**src/shared/rcd_pkg.sv**
```systemverilog
// Constants shared by the reset-cause and debug force-reset block
package rcd_pkg;

    // Register width and bit positions of the reset-cause register
    localparam int unsigned REG_W = 8;
    localparam int unsigned BIT_POWER_UP = 7;
    localparam int unsigned BIT_EXT_PIN = 6;
    localparam int unsigned BIT_WATCHDOG = 5;
    localparam int unsigned BIT_BAD_OPCODE = 4;
    localparam int unsigned BIT_BAD_ADDRESS = 3;
    localparam int unsigned BIT_EXT_OSC_FAIL = 2;
    localparam int unsigned BIT_LOW_VOLTAGE = 1;
    localparam int unsigned BIT_CAUSE_ZERO = 0;

    // Bit position of the force-reset control bit
    localparam int unsigned BIT_DEBUG_FORCE = 0;

    // Reset values of the reset-cause register
    localparam logic [7:0] CAUSE_AT_POWER_ON = 8'h82;
    localparam logic [7:0] CAUSE_AT_LOW_VOLTAGE = 8'h02;
    localparam logic [7:0] CAUSE_AT_DEBUG_FORCE = 8'h00;

    // Read value of the force-reset register
    localparam logic [7:0] FORCE_READ_VALUE = 8'h00;

    // Watchdog service sequence
    localparam logic [7:0] SERVICE_FIRST = 8'h55;
    localparam logic [7:0] SERVICE_SECOND = 8'haa;

    // Timeout selection that turns the watchdog off
    localparam logic [1:0] WDOG_SEL_OFF = 2'h0;

    // Timing: minimum length of the reset pulse driven to the core
    localparam int unsigned CLK_PERIOD_NS = 20;
    localparam int unsigned RESET_HOLD_NS = 320;
    localparam int unsigned RESET_HOLD_CYC =
        (RESET_HOLD_NS + CLK_PERIOD_NS - 1) / CLK_PERIOD_NS;

    typedef enum logic [0:0] {
        ST_RUN,
        ST_IN_RESET
    } rcd_state_t;

endpackage

```
**src/design/rcd_reset_cause.sv**
```systemverilog
// Reset-cause status register, watchdog service decode and debug force reset
module rcd_reset_cause #(
    parameter int unsigned HOLD_CYC = rcd_pkg::RESET_HOLD_CYC
) (
    input wire logic I_REF_CLK,
    input wire logic I_RST_B,
    // Register access
    input wire logic i_cause_sel,
    input wire logic i_force_sel,
    input wire logic i_wr,
    input wire logic i_rd,
    input wire logic i_wr_from_debug,
    input wire logic [7:0] i_wdata,
    // Reset sources and their enables
    input wire logic i_ext_pin_rst_b,
    input wire logic i_wdog_timeout,
    input wire logic [1:0] i_watchdog_timeout_sel,
    input wire logic i_watchdog_window_en,
    input wire logic i_wdog_window_open,
    input wire logic i_bad_opcode,
    input wire logic i_stop_exec,
    input wire logic i_stop_allow,
    input wire logic i_enter_debug_instr,
    input wire logic i_bkgd_mode_allow,
    input wire logic i_bad_addr_access,
    input wire logic i_ext_osc_fail,
    input wire logic i_low_voltage_trip,
    input wire logic i_brownout_reset_en,
    // Results
    output logic [7:0] o_rdata,
    output logic o_rdata_valid,
    output logic [7:0] o_reset_cause_reg,
    output logic o_mcu_reset,
    output logic o_wdog_restart
);

    // Flags for any reset other than power-on, low-voltage or debug force
    function automatic logic [7:0] other_flags(
        input logic pin,
        input logic wdog,
        input logic opc,
        input logic adr,
        input logic osc
    );
        logic [7:0] f;
        f = 8'h00;
        f[rcd_pkg::BIT_EXT_PIN] = pin;
        f[rcd_pkg::BIT_WATCHDOG] = wdog;
        f[rcd_pkg::BIT_BAD_OPCODE] = opc;
        f[rcd_pkg::BIT_BAD_ADDRESS] = adr;
        f[rcd_pkg::BIT_EXT_OSC_FAIL] = osc;
        return f;
    endfunction

    rcd_pkg::rcd_state_t state_r, state_nxt;
    logic [7:0] reset_cause_reg_r, reset_cause_reg_nxt;
    logic [15:0] hold_cnt_r, hold_cnt_nxt;
    logic service_armed_r, service_armed_nxt;
    logic [7:0] rdata_r, rdata_nxt;
    logic rdata_valid_r, rdata_valid_nxt;
    logic mcu_reset_r, mcu_reset_nxt;
    logic wdog_restart_r, wdog_restart_nxt;

    logic wdog_on;
    logic cause_wr;
    logic force_wr;
    logic wr_trip;
    logic wdog_src;
    logic opc_src;
    logic pin_src;
    logic lvd_src;
    logic debug_src;
    logic any_src;

    // Source decode; writes are only honoured while the core runs
    always_comb begin
        wdog_on = (i_watchdog_timeout_sel != rcd_pkg::WDOG_SEL_OFF);
        cause_wr = (state_r == rcd_pkg::ST_RUN) && i_wr && i_cause_sel;
        // User-program writes never reach the force bit
        force_wr = (state_r == rcd_pkg::ST_RUN) && i_wr && i_force_sel
            && i_wr_from_debug;
        debug_src = force_wr && i_wdata[rcd_pkg::BIT_DEBUG_FORCE];
        wr_trip = 1'b0;
        if (cause_wr && wdog_on) begin
            if (i_watchdog_window_en && !i_wdog_window_open) begin
                wr_trip = 1'b1;
            end else if (i_wdata != rcd_pkg::SERVICE_FIRST
                    && i_wdata != rcd_pkg::SERVICE_SECOND) begin
                wr_trip = 1'b1;
            end
        end
        // A timeout cannot occur while the watchdog is switched off
        wdog_src = (wdog_on && i_wdog_timeout) || wr_trip;
        opc_src = i_bad_opcode
            || (i_stop_exec && !i_stop_allow)
            || (i_enter_debug_instr && !i_bkgd_mode_allow);
        pin_src = !i_ext_pin_rst_b;
        lvd_src = i_brownout_reset_en && i_low_voltage_trip;
        any_src = wdog_src || opc_src || pin_src || lvd_src || debug_src
            || i_bad_addr_access || i_ext_osc_fail;
    end

    // Next-state logic for the sequencer, flags and bus answers
    always_comb begin
        state_nxt = state_r;
        reset_cause_reg_nxt = reset_cause_reg_r;
        hold_cnt_nxt = hold_cnt_r;
        service_armed_nxt = service_armed_r;
        rdata_nxt = rdata_r;
        rdata_valid_nxt = 1'b0;
        mcu_reset_nxt = mcu_reset_r;
        wdog_restart_nxt = 1'b0;

        case (state_r)
            rcd_pkg::ST_RUN: begin
                if (any_src) begin
                    // Capture happens only here, at reset entry
                    if (lvd_src) begin
                        reset_cause_reg_nxt = rcd_pkg::CAUSE_AT_LOW_VOLTAGE;
                    end else if (debug_src) begin
                        reset_cause_reg_nxt = rcd_pkg::CAUSE_AT_DEBUG_FORCE;
                    end else begin
                        reset_cause_reg_nxt = other_flags(pin_src, wdog_src, opc_src,
                            i_bad_addr_access, i_ext_osc_fail);
                    end
                    state_nxt = rcd_pkg::ST_IN_RESET;
                    hold_cnt_nxt = 16'(HOLD_CYC - 1);
                    mcu_reset_nxt = 1'b1;
                    service_armed_nxt = 1'b0;
                end else if (cause_wr) begin
                    // Service sequence: 0x55 arms, 0xAA completes
                    if (i_wdata == rcd_pkg::SERVICE_FIRST) begin
                        service_armed_nxt = 1'b1;
                    end else if (i_wdata == rcd_pkg::SERVICE_SECOND) begin
                        wdog_restart_nxt = service_armed_r;
                        service_armed_nxt = 1'b0;
                    end
                end
                if (i_rd && !any_src) begin
                    rdata_valid_nxt = 1'b1;
                    if (i_cause_sel) begin
                        rdata_nxt = reset_cause_reg_r;
                    end else if (i_force_sel) begin
                        rdata_nxt = rcd_pkg::FORCE_READ_VALUE;
                    end else begin
                        rdata_nxt = 8'h00;
                    end
                end
            end
            rcd_pkg::ST_IN_RESET: begin
                // A pin, low-voltage or oscillator-fail source that stays active stretches the reset
                if (pin_src || lvd_src || i_ext_osc_fail) begin
                    hold_cnt_nxt = 16'(HOLD_CYC - 1);
                end else if (hold_cnt_r != 16'h0000) begin
                    hold_cnt_nxt = hold_cnt_r - 16'h0001;
                end else begin
                    state_nxt = rcd_pkg::ST_RUN;
                    mcu_reset_nxt = 1'b0;
                end
            end
            default: begin
                state_nxt = rcd_pkg::ST_RUN;
            end
        endcase
        // Bit 0 is never stored as one
        reset_cause_reg_nxt[rcd_pkg::BIT_CAUSE_ZERO] = 1'b0;
    end

    // Block reset is the power-on reset
    always_ff @(posedge I_REF_CLK or negedge I_RST_B) begin
        if (!I_RST_B) begin
            state_r <= rcd_pkg::ST_RUN;
            reset_cause_reg_r <= rcd_pkg::CAUSE_AT_POWER_ON;
            hold_cnt_r <= 16'h0000;
            service_armed_r <= 1'b0;
            rdata_r <= 8'h00;
            rdata_valid_r <= 1'b0;
            mcu_reset_r <= 1'b0;
            wdog_restart_r <= 1'b0;
        end else begin
            state_r <= state_nxt;
            reset_cause_reg_r <= reset_cause_reg_nxt;
            hold_cnt_r <= hold_cnt_nxt;
            service_armed_r <= service_armed_nxt;
            rdata_r <= rdata_nxt;
            rdata_valid_r <= rdata_valid_nxt;
            mcu_reset_r <= mcu_reset_nxt;
            wdog_restart_r <= wdog_restart_nxt;
        end
    end

    assign o_rdata = rdata_r;
    assign o_rdata_valid = rdata_valid_r;
    assign o_reset_cause_reg = reset_cause_reg_r;
    assign o_mcu_reset = mcu_reset_r;
    assign o_wdog_restart = wdog_restart_r;

endmodule

```
**config.mk**
```make
export PLATFORM = sky130hd
export DESIGN_NAME = rcd_reset_cause
export DESIGN_NICKNAME = d
export VERILOG_FILES = /design/src/shared/rcd_pkg.sv /design/src/design/rcd_reset_cause.sv
export SDC_FILE = /design/constraint.sdc
export NUM_CORES = 1
export LEC_CHECK = 0
export BUFFER_PORTS_ARGS = -buffer_cell sky130_fd_sc_hd__buf_2
export CORE_MARGIN = 2
export CORE_UTILIZATION = 53
export DETAILED_ROUTE_END_ITERATION = 8
export HOLD_SLACK_MARGIN = 0.1
export MAX_ROUTING_LAYER = met4
export PLACE_DENSITY = 0.79
export RECOVER_POWER = 50
export SLEW_MARGIN = 20
export SYNTH_ARGS = -nofsm -noshare
export SYNTH_HDL_FRONTEND = slang
export SYNTH_SLANG_ARGS = --single-unit
```
**constraint.sdc**
```tcl
create_clock -name I_REF_CLK -period 2.9 [get_ports I_REF_CLK]
set_clock_uncertainty 0.05 [all_clocks]
set_input_delay 0.145 -clock I_REF_CLK [delete_from_list [all_inputs] [get_ports I_REF_CLK]]
set_output_delay 0.145 -clock I_REF_CLK [all_outputs]
set_load 0.02 [all_outputs]
```
==> results of run 1 <==
[synth_stat cells (2+ instances only)]
master,number
sky130_fd_sc_hd__a21o_1,2
sky130_fd_sc_hd__a21o_2,2
sky130_fd_sc_hd__a21oi_1,18
sky130_fd_sc_hd__a22o_1,2
sky130_fd_sc_hd__a31oi_1,10
sky130_fd_sc_hd__and2_1,2
sky130_fd_sc_hd__and3_1,3
sky130_fd_sc_hd__and4bb_1,3
sky130_fd_sc_hd__buf_2,4
sky130_fd_sc_hd__buf_4,2
sky130_fd_sc_hd__clkbuf_1,3
sky130_fd_sc_hd__dfrtp_1,33
sky130_fd_sc_hd__dfstp_2,2
sky130_fd_sc_hd__inv_1,19
sky130_fd_sc_hd__mux2i_1,8
sky130_fd_sc_hd__nand2_1,21
sky130_fd_sc_hd__nand3_1,7
sky130_fd_sc_hd__nand4_1,2
sky130_fd_sc_hd__nor2_1,16
sky130_fd_sc_hd__nor2b_1,4
sky130_fd_sc_hd__nor3_1,7
sky130_fd_sc_hd__nor4_1,7
sky130_fd_sc_hd__nor4_2,2
sky130_fd_sc_hd__o21a_1,3
sky130_fd_sc_hd__o21ai_0,5
sky130_fd_sc_hd__o2bb2ai_1,2
[cell type report]
cell class,instances,area [µm²],area share
Multi-Input combinational cell,149,958,0.414
Sequential cell,35,878,0.379
Timing Repair Buffer,52,260,0.112
Inverter,19,71.3,0.0308
Clock buffer,5,68.8,0.0297
Tap cell,48,60.1,0.0259
Clock inverter,3,20.0,0.00864
[timing repair]
action | 4_1_cts | 5_1_grt
setup buffers | 0 | 0
hold buffers | 2 | 0
hold endpoints to repair | 34 | 0
endpoints found under the setup margin | 0 | 0
[worst max-delay path: stages]
cell and delay (ps):
sky130_fd_sc_hd__dlygate4sd3_1 540, sky130_fd_sc_hd__buf_2 140, sky130_fd_sc_hd__or3b_1 370, sky130_fd_sc_hd__nor4_2 290, sky130_fd_sc_hd__nand2_1 190, sky130_fd_sc_hd__a2111oi_4 720
sky130_fd_sc_hd__mux2i_1 270
[per-layer routing]
layer | vias up | wire [µm] | GRT usage
met5 | - | 0 | -
met1 | 838 | 1960 | 0.279
met3 | 4 | 238 | 0.0486
li1 | 862 | - | -
met4 | 0 | 38 | 0.112
met2 | 50 | 2030 | 0.366
[cell families (layout without fill, tap and decap cells)]
logic type,after synthesis,in the layout,synth area share
buffers and inverters,28,79,0.0603
AO/OA/AOI/OAI,57,57,0.209
other,1,2,0.00192
AND/OR/NAND/NOR,80,80,0.225
multiplexers,9,9,0.0468
flip-flops,35,35,0.450
adder cells (fa/ha/maj),1,1,0.00641
[how the worst max path moves through the flow]
stage / depth (start not counted) / from / slack (ps) / endpoint
6_report: 7 / i_ext_osc_fail / 380 / o_rdata[5]
2_1_floorplan: 9 / hold_cnt_r[0] / 730 / hold_cnt_r[2]
3_5_place_dp: 8 / hold_cnt_r[0] / 560 / hold_cnt_r[11]
4_1_cts: 7 / i_ext_osc_fail / 390 / o_rdata[5]
3_3_place_gp: 8 / hold_cnt_r[0] / 600 / hold_cnt_r[11]
5_1_grt: 7 / i_ext_osc_fail / 240 / o_rdata[5]
[where the power goes]
part	switching (mW)	leakage [nW]	internal, mW
clock	0.182	0.0402	0.167
sequential	0.0270	0.410	0.510
combinational	0.0685	0.593	0.0519
total	0.277	1.04	0.729
[stage by stage]
stage | power [mW] | instance area (µm²) | hold slack (ps)
5_1_grt | 1.06 | 2320 | 136
4_1_cts | 1.02 | 2340 | 101
2_1_floorplan | 0.614 | 1950 | -201
3_5_place_dp | 0.666 | 2230 | 205
3_3_place_gp | 0.661 | 2230 | 205
6_report | 1.01 | 2320 | 107
==> out/qor.csv, run 1 <==
stage;metric;value;unit
clock_network;clk_root_buffer_cell;sky130_fd_sc_hd__clkbuf_8;
run_status;run_status;finished with violations;
routing;routed_wire_length;4270;µm
timing;finalWorstSetupSlack;384;ps
placed_design;post-place-cells;301;
clock_network;htree_num_levels;2;
clock_network;clock_latency;290;ps
grt;overflow;0;
placed_design;hpwl;3100;µm
placed_design;place_ws;556;ps
setup_path;reg2reg_slack;530;ps
clock_network;cts_inserted_buffers;5;
layout;utilization;0.643;
routing;remaining_drc_errors;0;
timing;timing.final.hold_violations;0;
min_path;worst_hold_path.endpoint;o_rdata_valid;
synth;post_synth_instance_area;0.00195;mm²
min_path;timing.hold.worst_path_depth;3;
grt;grtUsageTotal;0.229;
floorplanning;total_die_area;0.00418;mm²
layout;most-common-layout-cells;33 x sky130_fd_sc_hd__dfrtp_1, 30 x sky130_fd_sc_hd__buf_2, 21 x sky130_fd_sc_hd__nand2_1;
floorplanning;start_util;0.541;
synth;post_synth_edffs;0;
power_and_ir_drop;ir_drop;0.214;mV
setup_path;reg2reg_depth;8;
routing;routed_via_density;5.64;
synth;ys.flop_type;sky130_fd_sc_hd__dfrtp_1;
grt;grt_pass1_wl;7250;µm
setup_path;setup.worst_path.class;in -> reg;
setup_path;start_kind;input port;
min_path;hold_start;i_rd;
setup_path;arrival;2670;ps
timing;timing_worst_slew_pin_value;1820;ps
synth;yosys_warnings;0;
placed_design;gpl.final_weighted_congestion;0.906;
clock_network;clkSinkCount;35;
timing;fin_crit_sh;0.868;
synth;synth.area.top_cells;sky130_fd_sc_hd__dfrtp_1 42%, sky130_fd_sc_hd__a21oi_1 4.6%, sky130_fd_sc_hd__mux2i_1 4.1%;
grt;initial_antenna_violation_count;0;
job;max_cap_violations;1;
routing;routed-via-count;1754;
setup_path;crit-reg2reg-launch;hold_cnt_r[0];
timing;report.final.setup_viol;0;
timing;timing.setup.tns;0;ps
routing;first_pass_iters;4;
layout;layout_commonest_cell;sky130_fd_sc_hd__dfrtp_1;
run_status;failing_checks;capacitance limit, slew limit;
layout;layout-drive-gt1-share;0.209;
setup_path;rr_endpoint;hold_cnt_r[11];
floorplanning;io_pins;49;
timing;slew-limit-headroom;-0.211;
grt;grt_start_max_net_pins;36;
layout;syn_to_final_growth;18.8;%
timing;final_period_minus_worst_setup_slack;2520;ps
synth;part_of_the_yosys_area_used_for_sequential_elements;0.450;
synth;yosys.cell_types.count;48;
setup_path;data_required_time_at_the_worst_endpoint;3060;ps
min_path;worst_hold_path_type;in -> reg;
layout;n_antenna_cell;0;
routing;first_iter_violations;101;
clock_network;tritoncts;done;
floorplanning;fp-row-count;22;
power_and_ir_drop;pwr_density_cell;434;mW/mm²
clock_network;ctsResizeCount;0;
timing;timing.fmax;397;MHz
placed_design;io_buffer_count;46;
setup_path;cp-end-kind;flop;
floorplanning;die_h;64.7;µm
layout;largest_register_ffs;16;
layout;n_fill_cell;324;
clock_network;worst_setup_hold_path_clk_slew;70;ps
routing;antenna_violating_nets_post_route;0;
setup_path;crit_path_max_fanout;7;
floorplanning;die-width;64.7;µm
synth;syn_inst;211;
grt;grt_pass1_vias;1682;
power_and_ir_drop;cellLeakagePower;1.04;nW
routing;avgRoutedWirePerCell;13.7;µm
synth;synth_top_area_share;0.423;
timing;final-max-slew-violation-count;36;
layout;fin_nets;293;
synth;async_reset_ff_frac;1.00;
synth;ys_seq_elements;35;
synth;post-synth-top-area-cell;sky130_fd_sc_hd__dfrtp_1;
timing;rsz_0062_raised_after_global_routing;false;
floorplanning;core;0.00361;mm²
layout;layoutNonFillerInstCount;311;
clock_network;max-clock-path-buffers;2;
synth;post_synth.cell_area_avg;9.24;µm²
Note: power is estimated with default switching activity, not from simulation.
==> run 2, diff against run 1 <==
--- a/config.mk
+++ b/config.mk
@@ -6,6 +6,7 @@
 export NUM_CORES = 1
 export LEC_CHECK = 0
 export BUFFER_PORTS_ARGS = -buffer_cell sky130_fd_sc_hd__buf_2
+export CORE_ASPECT_RATIO = 2
 export CORE_MARGIN = 2
 export CORE_UTILIZATION = 53
 export DETAILED_ROUTE_END_ITERATION = 8
==> run 2 against run 1 <==
- the run still ends with capacitance limit, slew limit left
- highest routed layer unchanged
- critical path depth did not move
- clock power grew 13%
- combinational power barely moved
- critical path type unchanged
- non-clock buffer count unchanged
- global-route usage rose by 2.6 points
- sequential power hardly changed
- critical endpoint is now o_rdata[2]
==> out/qor.csv, run 2 (same netlist as run 1, synthesis figures left out) <==
stage;metric;value;unit;change
clock_network;clkSinkCount;35;;unchanged
setup_path;setup.worst_path.class;in -> reg;;
grt;grt_pass1_wl;7780;µm;+7.3%
power_and_ir_drop;ir_drop;0.448;mV;+110%
setup_path;worst-path-buf-inv;2;;unchanged
clock_network;clk_root_buffer_cell;sky130_fd_sc_hd__clkbuf_8;;
grt;grtUsageTotal;0.255;;+0.0258
routing;routed-via-count;1796;;+2.4%
min_path;worst_hold_path.endpoint;o_rdata_valid;;
floorplanning;core;0.00357;mm²;-1.0%
power_and_ir_drop;cellLeakagePower;1.05;nW;+0.99%
job;max_cap_violations;1;;unchanged
grt;grt_start_max_net_pins;36;;unchanged
clock_network;htree_num_levels;2;;unchanged
routing;first_iter_violations;41;;-59%
grt;initial_antenna_violation_count;0;;unchanged
timing;report.final.setup_viol;0;;unchanged
power_and_ir_drop;seq_power_share;0.510;;-0.024
power_and_ir_drop;clock_group_share_of_total_power;0.374;;+0.028
setup_path;data_required_time_at_the_worst_endpoint;3060;ps;about the same
layout;layout-drive-gt1-share;0.209;;unchanged
setup_path;arrival;2610;ps;-60 ps
setup_path;cpPeakStageDelay;720;ps;about the same
run_status;failing_checks;capacitance limit, slew limit;;
timing;timing.hold.ws;105;ps;-1.18 ps
layout;n_fill_cell;328;;+1.2%
min_path;timing.hold.worst_path_depth;3;;unchanged
routing;first_pass_iters;4;;unchanged
routing;remaining_drc_errors;0;;unchanged
power_and_ir_drop;switchingPower;0.279;mW;+0.67%
timing;rsz_0062_raised_after_global_routing;false;;
grt;grt_pass1_vias;1841;;+9.5%
setup_path;cp-end-kind;flop;;
timing;final_period_minus_worst_setup_slack;2450;ps;-69.8 ps
layout;largest_register_ffs;16;;unchanged
layout;most-common-layout-cells;33 x sky130_fd_sc_hd__dfrtp_1, 30 x sky130_fd_sc_hd__buf_2, 21 x sky130_fd_sc_hd__nand2_1;;
setup_path;start_kind;input port;;
grt;overflow;0;;unchanged
min_path;worst_hold_path_type;in -> reg;;
clock_network;clock_latency;290;ps;about the same
clock_network;ctsResizeCount;0;;unchanged
power_and_ir_drop;pwr_density_cell;453;mW/mm²;+4.3%
floorplanning;start_util;0.547;;+0.00569
placed_design;gpl.final_weighted_congestion;0.922;;+1.8%
routing;avgRoutedWirePerCell;14.8;µm;+7.7%
routing;routed_wire_length;4610;µm;+8.1%
floorplanning;die_h;89.8;µm;+39%
min_path;hold_start;i_rd;;
timing;timing.final.hold_violations;0;;unchanged
layout;syn_to_final_growth;19.6;%;
setup_path;rr_endpoint;hold_cnt_r[11];;
floorplanning;io_pins;49;;unchanged
layout;n_antenna_cell;0;;unchanged
timing;timing.setup.tns;0;ps;unchanged
power_and_ir_drop;power.combinational.fraction;0.116;;-0.004
placed_design;hpwl;3460;µm;+12%
floorplanning;die-width;46.9;µm;-27%
setup_path;ordered_cell_list_for_the_critical_path;dlygate4sd3_1 > buf_2 > or3b_1 > nor4_2 > nand2_1 > a2111oi_4 > mux2i_1;;
timing;slew-limit-headroom;-0.239;;-0.0284
timing;timing.fmax;409;MHz;+2.9%
routing;antenna_violating_nets_post_route;0;;unchanged
floorplanning;fp-row-count;31;;+41%
power_and_ir_drop;sw_frac_of_total;0.264;;-0.0115
setup_path;cp_top_family;simple AND/OR/NAND/NOR gates;;
routing;routed_via_density;5.76;;+2.1%
clock_network;max-clock-path-buffers;2;;unchanged
layout;layout_commonest_cell;sky130_fd_sc_hd__dfrtp_1;;
setup_path;crit-reg2reg-launch;hold_cnt_r[0];;
setup_path;crit_path_max_fanout;7;;unchanged
clock_network;post_cts.repair.setup_buffers;0;;unchanged
clock_network;cts_inserted_buffers;5;;unchanged
layout;fin_nets;293;;unchanged
clock_network;worst_setup_hold_path_clk_slew;80;ps;about the same
setup_path;reg2reg_depth;8;;unchanged
clock_network;tritoncts;done;;
timing;final-max-slew-violation-count;36;;unchanged
power_and_ir_drop;internal_power;0.778;mW;+6.7%
setup_path;reg2reg_slack;510;ps;-20 ps
setup_path;cpMaxStageDelayCell;sky130_fd_sc_hd__a2111oi_4;;
timing;fin_crit_sh;0.844;;-0.0241
floorplanning;total_die_area;0.00421;mm²;+0.70%
run_status;run_status;finished with violations;;
placed_design;io_buffer_count;46;;unchanged
timing;timing_worst_slew_pin_value;1860;ps;+42.5 ps
[run 2: cell count changes in the layout (fill, tap and decap cells not counted)]
cell	change
sky130_fd_sc_hd__clkbuf_8	+2
sky130_fd_sc_hd__clkinvlp_4	-1
sky130_fd_sc_hd__clkinv_2	-1
[run 2: worst max path at each step]
stage,start,endpoint,slack (ps),cells after the start
global placement,hold_cnt_r[0],hold_cnt_r[11],580,8
finish,i_ext_osc_fail,o_rdata[2],450,7
CTS,i_ext_osc_fail,o_rdata[6],450,7
floorplan,hold_cnt_r[0],hold_cnt_r[2],730,9
global route,hold_cnt_r[0],hold_cnt_r[11],160,8
detailed placement,hold_cnt_r[0],hold_cnt_r[11],520,8
[run 2: layout make-up]
class                   count  area, µm²  share of cell area
well taps                  49       61.3              0.0263
clock buffers               7       96.3              0.0413
clock inverters             1       7.51             0.00322
inverters                  19       71.3              0.0306
repair buffers             52        260               0.112
multi-input cells         149        958               0.411
flip-flops and latches     35        878               0.376
[run 2: what timing repair did]
item                                    in CTS  in global routing
endpoints found under the setup margin       0                  0
hold endpoints to repair                    34                  0
hold buffers                                 2                  0
[run 2: stage by stage]
stage | setup WS (ps) | util | area [µm²] | cells | total power [mW]
floorplan | 733 | - | 1950 | 212 | 0.614
global placement | 578 | 0.625 | 2230 | 302 | 0.662
detailed placement | 516 | 0.625 | 2230 | 302 | 0.668
CTS | 452 | 0.660 | 2350 | 312 | 1.07
global route | 159 | 0.654 | 2330 | 312 | 1.11
finish | 453 | 0.654 | 2330 | 312 | 1.06
[run 2: routing by layer]
| layer | share of wire | vias up | global-route usage |
|---|---|---|---|
| li1 | - | 866 | - |
| met1 | 0.38 | 862 | 0.244 |
| met2 | 0.55 | 55 | 0.449 |
| met3 | 0.035 | 13 | 0.0522 |
| met4 | 0.032 | 0 | 0.116 |
| met5 | 0 | - | - |
[run 2: power by group through the flow]
stage                     Clock (mW)  Sequential [mW]  Combinational [mW]
after global routing           0.428            0.542               0.138
after floorplan                    0            0.548              0.0659
after detailed placement           0            0.546               0.122
final                          0.396            0.539               0.122
after global placement             0            0.544               0.118
after CTS                      0.406            0.536               0.125
[run 2: worst reg2reg max path, cell delays in order (launching register included)]
cell,delay [ps]
sky130_fd_sc_hd__dfrtp_1,400
sky130_fd_sc_hd__inv_1,80
sky130_fd_sc_hd__ha_1,230
sky130_fd_sc_hd__nor3b_1,150
sky130_fd_sc_hd__buf_4,160
sky130_fd_sc_hd__and3_1,260
sky130_fd_sc_hd__a2111oi_0,690
sky130_fd_sc_hd__a21oi_1,160
sky130_fd_sc_hd__a31oi_1,150
==> run 3, diff against run 2 <==
--- a/config.mk
+++ b/config.mk
@@ -5,14 +5,15 @@
 export SDC_FILE = /design/constraint.sdc
 export NUM_CORES = 1
 export LEC_CHECK = 0
+export ABC_AREA = 1
 export BUFFER_PORTS_ARGS = -buffer_cell sky130_fd_sc_hd__buf_2
 export CORE_ASPECT_RATIO = 2
 export CORE_MARGIN = 2
-export CORE_UTILIZATION = 53
+export CORE_UTILIZATION = 54
 export DETAILED_ROUTE_END_ITERATION = 8
 export HOLD_SLACK_MARGIN = 0.1
 export MAX_ROUTING_LAYER = met4
-export PLACE_DENSITY = 0.79
+export PLACE_DENSITY = 0.78
 export RECOVER_POWER = 50
 export SLEW_MARGIN = 20
 export SYNTH_ARGS = -nofsm -noshare
==> constraint.sdc (replaced) <==
create_clock -name I_REF_CLK -period 2.3 [get_ports I_REF_CLK]
set_clock_uncertainty 0.05 [all_clocks]
set_input_delay 0.115 -clock I_REF_CLK [delete_from_list [all_inputs] [get_ports I_REF_CLK]]
set_output_delay 0.115 -clock I_REF_CLK [all_outputs]
set_load 0.02 [all_outputs]
==> run 3 against run 2 <==
- die area is 13% higher
- critical path depth rose by 4
- setup slack got worse by 200 ps
- sequential power is 19% higher
- register-to-register slack got worse by 210 ps
- count of clock-buffer cells in the layout shrank 1
- clock power is 11% higher
- sequential share of layout area fell by 4.3 points
- synthesized cell count up 59%
- the run now ends clean
- via count grew 26%
- total power is 15% higher
- first-iteration DRC count increased by 46%
==> out/qor.csv, run 3 <==
stage;metric;value;unit;change
floorplanning;start_util;0.556;;+0.00892
layout;n_antenna_cell;0;;unchanged
min_path;worst_hold_path_type;in -> reg;;
layout;largest_register_ffs;16;;unchanged
setup_path;crit_path_max_fanout;26;;+19
timing;timing.setup.tns;0;ps;unchanged
floorplanning;core;0.00409;mm²;+15%
floorplanning;die-width;49.9;µm;+6.3%
timing;final_period_minus_worst_setup_slack;2040;ps;
placed_design;gpl.final_weighted_congestion;0.927;;+0.56%
power_and_ir_drop;clock_group_share_of_total_power;0.359;;-0.015
placed_design;place_ws;307;ps;-209 ps
setup_path;cp-end-kind;flop;;
synth;yosys_warnings;0;;unchanged
run_status;run_status;complete, no violations;;
clock_network;cts_inserted_buffers;5;;unchanged
synth;post_synth_instance_area;0.00227;mm²;+16%
clock_network;tritoncts;done;;
grt;grt_start_max_net_pins;36;;unchanged
routing;first_pass_iters;4;;unchanged
placed_design;io_buffer_count;46;;unchanged
clock_network;htree_num_levels;2;;unchanged
routing;routed_wire_length;5610;µm;+22%
synth;post_synth_most_frequent_cells;104 x sky130_fd_sc_hd__nand2_1, 45 x sky130_fd_sc_hd__inv_1, 45 x sky130_fd_sc_hd__nand3_1;;
power_and_ir_drop;power.combinational.fraction;0.115;;about the same
synth;ys.flop_type;sky130_fd_sc_hd__dfrtp_1;;
timing;slew-limit-headroom;0.405;;+0.645
timing;fin_crit_sh;0.888;;
floorplanning;io_pins;49;;unchanged
setup_path;setup.worst_path.class;in -> reg;;
synth;async_reset_ff_frac;1.00;;unchanged
grt;grt_pass1_vias;2224;;+21%
power_and_ir_drop;internal_power;0.897;mW;+15%
layout;multiInputGateArea;0.00115;mm²;+20%
synth;part_of_the_yosys_area_used_for_sequential_elements;0.387;;-0.0635
power_and_ir_drop;cellLeakagePower;1.46;nW;+38%
power_and_ir_drop;switchingPower;0.324;mW;+16%
layout;most-common-layout-cells;104 x sky130_fd_sc_hd__nand2_1, 45 x sky130_fd_sc_hd__inv_1, 45 x sky130_fd_sc_hd__nand3_1;;
layout;layout-drive-gt1-share;0.152;;-0.0567
power_and_ir_drop;ir_drop;0.343;mV;-24%
timing;timing_worst_slew_pin_value;892;ps;-967 ps
clock_network;clk_root_buffer_cell;sky130_fd_sc_hd__clkbuf_8;;
grt;initial_antenna_violation_count;0;;unchanged
placed_design;hpwl;4290;µm;+24%
clock_network;max-clock-path-buffers;2;;unchanged
timing;finalWorstSetupSlack;258;ps;-195 ps
clock_network;worst_setup_hold_path_clk_slew;70;ps;about the same
grt;overflow;0;;unchanged
power_and_ir_drop;seq_power_share;0.526;;+0.016
job;max_cap_violations;0;;-1
timing;timing.final.hold_violations;0;;unchanged
power_and_ir_drop;sw_frac_of_total;0.266;;+0.00148
layout;ff_latch_area;878;µm²;unchanged
timing;rsz_0062_raised_after_global_routing;false;;
routing;antenna_violating_nets_post_route;0;;unchanged
clock_network;post_cts.repair.setup_buffers;0;;unchanged
routing;routed-via-count;2268;;+26%
timing;report.final.setup_viol;0;;unchanged
synth;post_synth.cell_area_avg;6.76;µm²;-27%
synth;yosysMostFrequentCell;sky130_fd_sc_hd__nand2_1;;
clock_network;clkSinkCount;35;;unchanged
layout;syn_to_final_growth;15.9;%;
layout;fin_nets;417;;+42%
layout;layout_commonest_cell;sky130_fd_sc_hd__nand2_1;;
grt;grtUsageTotal;0.270;;+0.0153
timing;timing.fmax;490;MHz;
setup_path;arrival;2220;ps;-390 ps
clock_network;cts_hold_buffers;7;;+5
power_and_ir_drop;pwr_density_cell;464;mW/mm²;+2.3%
floorplanning;die_h;95.7;µm;+6.6%
routing;remaining_drc_errors;0;;unchanged
synth;yosys.cell_types.count;30;;-38%
routing;first_iter_violations;60;;+46%
setup_path;cpMaxStageDelayCell;sky130_fd_sc_hd__dlygate4sd3_1;;
routing;avgRoutedWirePerCell;12.8;µm;-14%
setup_path;start_kind;input port;;
synth;synth_top_area_share;0.364;;-0.0597
synth;syn_inst;336;;+59%
synth;ys_seq_elements;35;;unchanged
clock_network;ctsResizeCount;0;;unchanged
floorplanning;total_die_area;0.00477;mm²;+13%
synth;post_synth_edffs;0;;unchanged
setup_path;data_required_time_at_the_worst_endpoint;2480;ps;-580 ps
setup_path;ordered_cell_list_for_the_critical_path;dlygate4sd3_1 > buf_2 > nor2_2 > nand2_2 > nor2_2 > nand2_2 > nor2_4 > nand4_4 > nand2_4 > nand2_1 > nand2_1;;
floorplanning;fp-row-count;33;;+6.5%
routing;routed_via_density;5.17;;-10%
timing;final-max-slew-violation-count;0;;-100%
setup_path;cpPeakStageDelay;530;ps;-190 ps
synth;post-synth-top-area-cell;sky130_fd_sc_hd__dfrtp_1;;
clock_network;clock_latency;290;ps;about the same
layout;n_fill_cell;379;;+16%
grt;grt_pass1_wl;9420;µm;+21%
synth;synth.area.top_cells;sky130_fd_sc_hd__dfrtp_1 36%, sky130_fd_sc_hd__nand2_1 17%, sky130_fd_sc_hd__nand3_1 9.9%;;
run 3: worst paths after layout:
check | startpoint | endpoint | slack, ps | cells after the start
max reg2reg | hold_cnt_r[0] | hold_cnt_r[10] | 300 | 8
min in group asynchronous | I_RST_B | hold_cnt_r[0] | 420 | 2
min reg2reg | o_mcu_reset | o_mcu_reset | 440 | 2
max in group asynchronous | I_RST_B | hold_cnt_r[12] | 1210 | 2
max | i_ext_osc_fail | hold_cnt_r[10] | 260 | 11
min | i_wdata[3] | o_wdog_restart | 140 | 5
run 3: cell type report:
cell class,count,share of cell area
Multi-Input combinational cell,245,0.437
Clock buffer,6,0.0276
Sequential cell,35,0.334
Tap cell,52,0.0247
Clock inverter,2,0.00475
Timing Repair Buffer,53,0.107
Inverter,46,0.0656
run 3: power by group through the flow:
| stage | Combinational (mW) | Clock (mW) | Sequential (mW) |
|---|---|---|---|
| after floorplan | 0.0719 | 0 | 0.658 |
| after global routing | 0.162 | 0.469 | 0.643 |
| after global placement | 0.131 | 0 | 0.652 |
| final | 0.140 | 0.439 | 0.642 |
| after detailed placement | 0.134 | 0 | 0.653 |
| after CTS | 0.144 | 0.447 | 0.642 |
run 3: metrics by stage:
step	cells	power (mW)	cell area, µm²	hold slack [ps]	utilization
2_1_floorplan	337	0.730	2270	-231	-
3_3_place_gp	424	0.783	2500	197	0.611
3_5_place_dp	424	0.787	2500	203	0.611
4_1_cts	439	1.23	2650	144	0.649
5_1_grt	439	1.27	2630	179	0.644
6_report	439	1.22	2630	138	0.644
run 3: cell families (layout without fill, tap and decap cells):
kind of cell	count (synthesis)	after routing	share of synthesized area
simple gates	221	221	0.436
buf+inv	57	107	0.109
flops	35	35	0.387
compound gates	18	18	0.0496
xor+xnor	3	3	0.0116
fa+ha+maj	1	1	0.00551
other cells	1	2	0.00165
run 3: routing by layer:
layer / up-vias / share of wire / track usage
met1: 1052 / 0.35 / 0.239
met2: 51 / 0.57 / 0.530
met4: 0 / 0.043 / 0.144
met3: 22 / 0.028 / 0.0419
li1: 1143 / - / -
met5: - / 0 / -
run 3: critical path, delay by kind of cell:
kind                   cells  cell delay, ps
buffers and inverters      2             660
AND/OR/NAND/NOR            9            1440
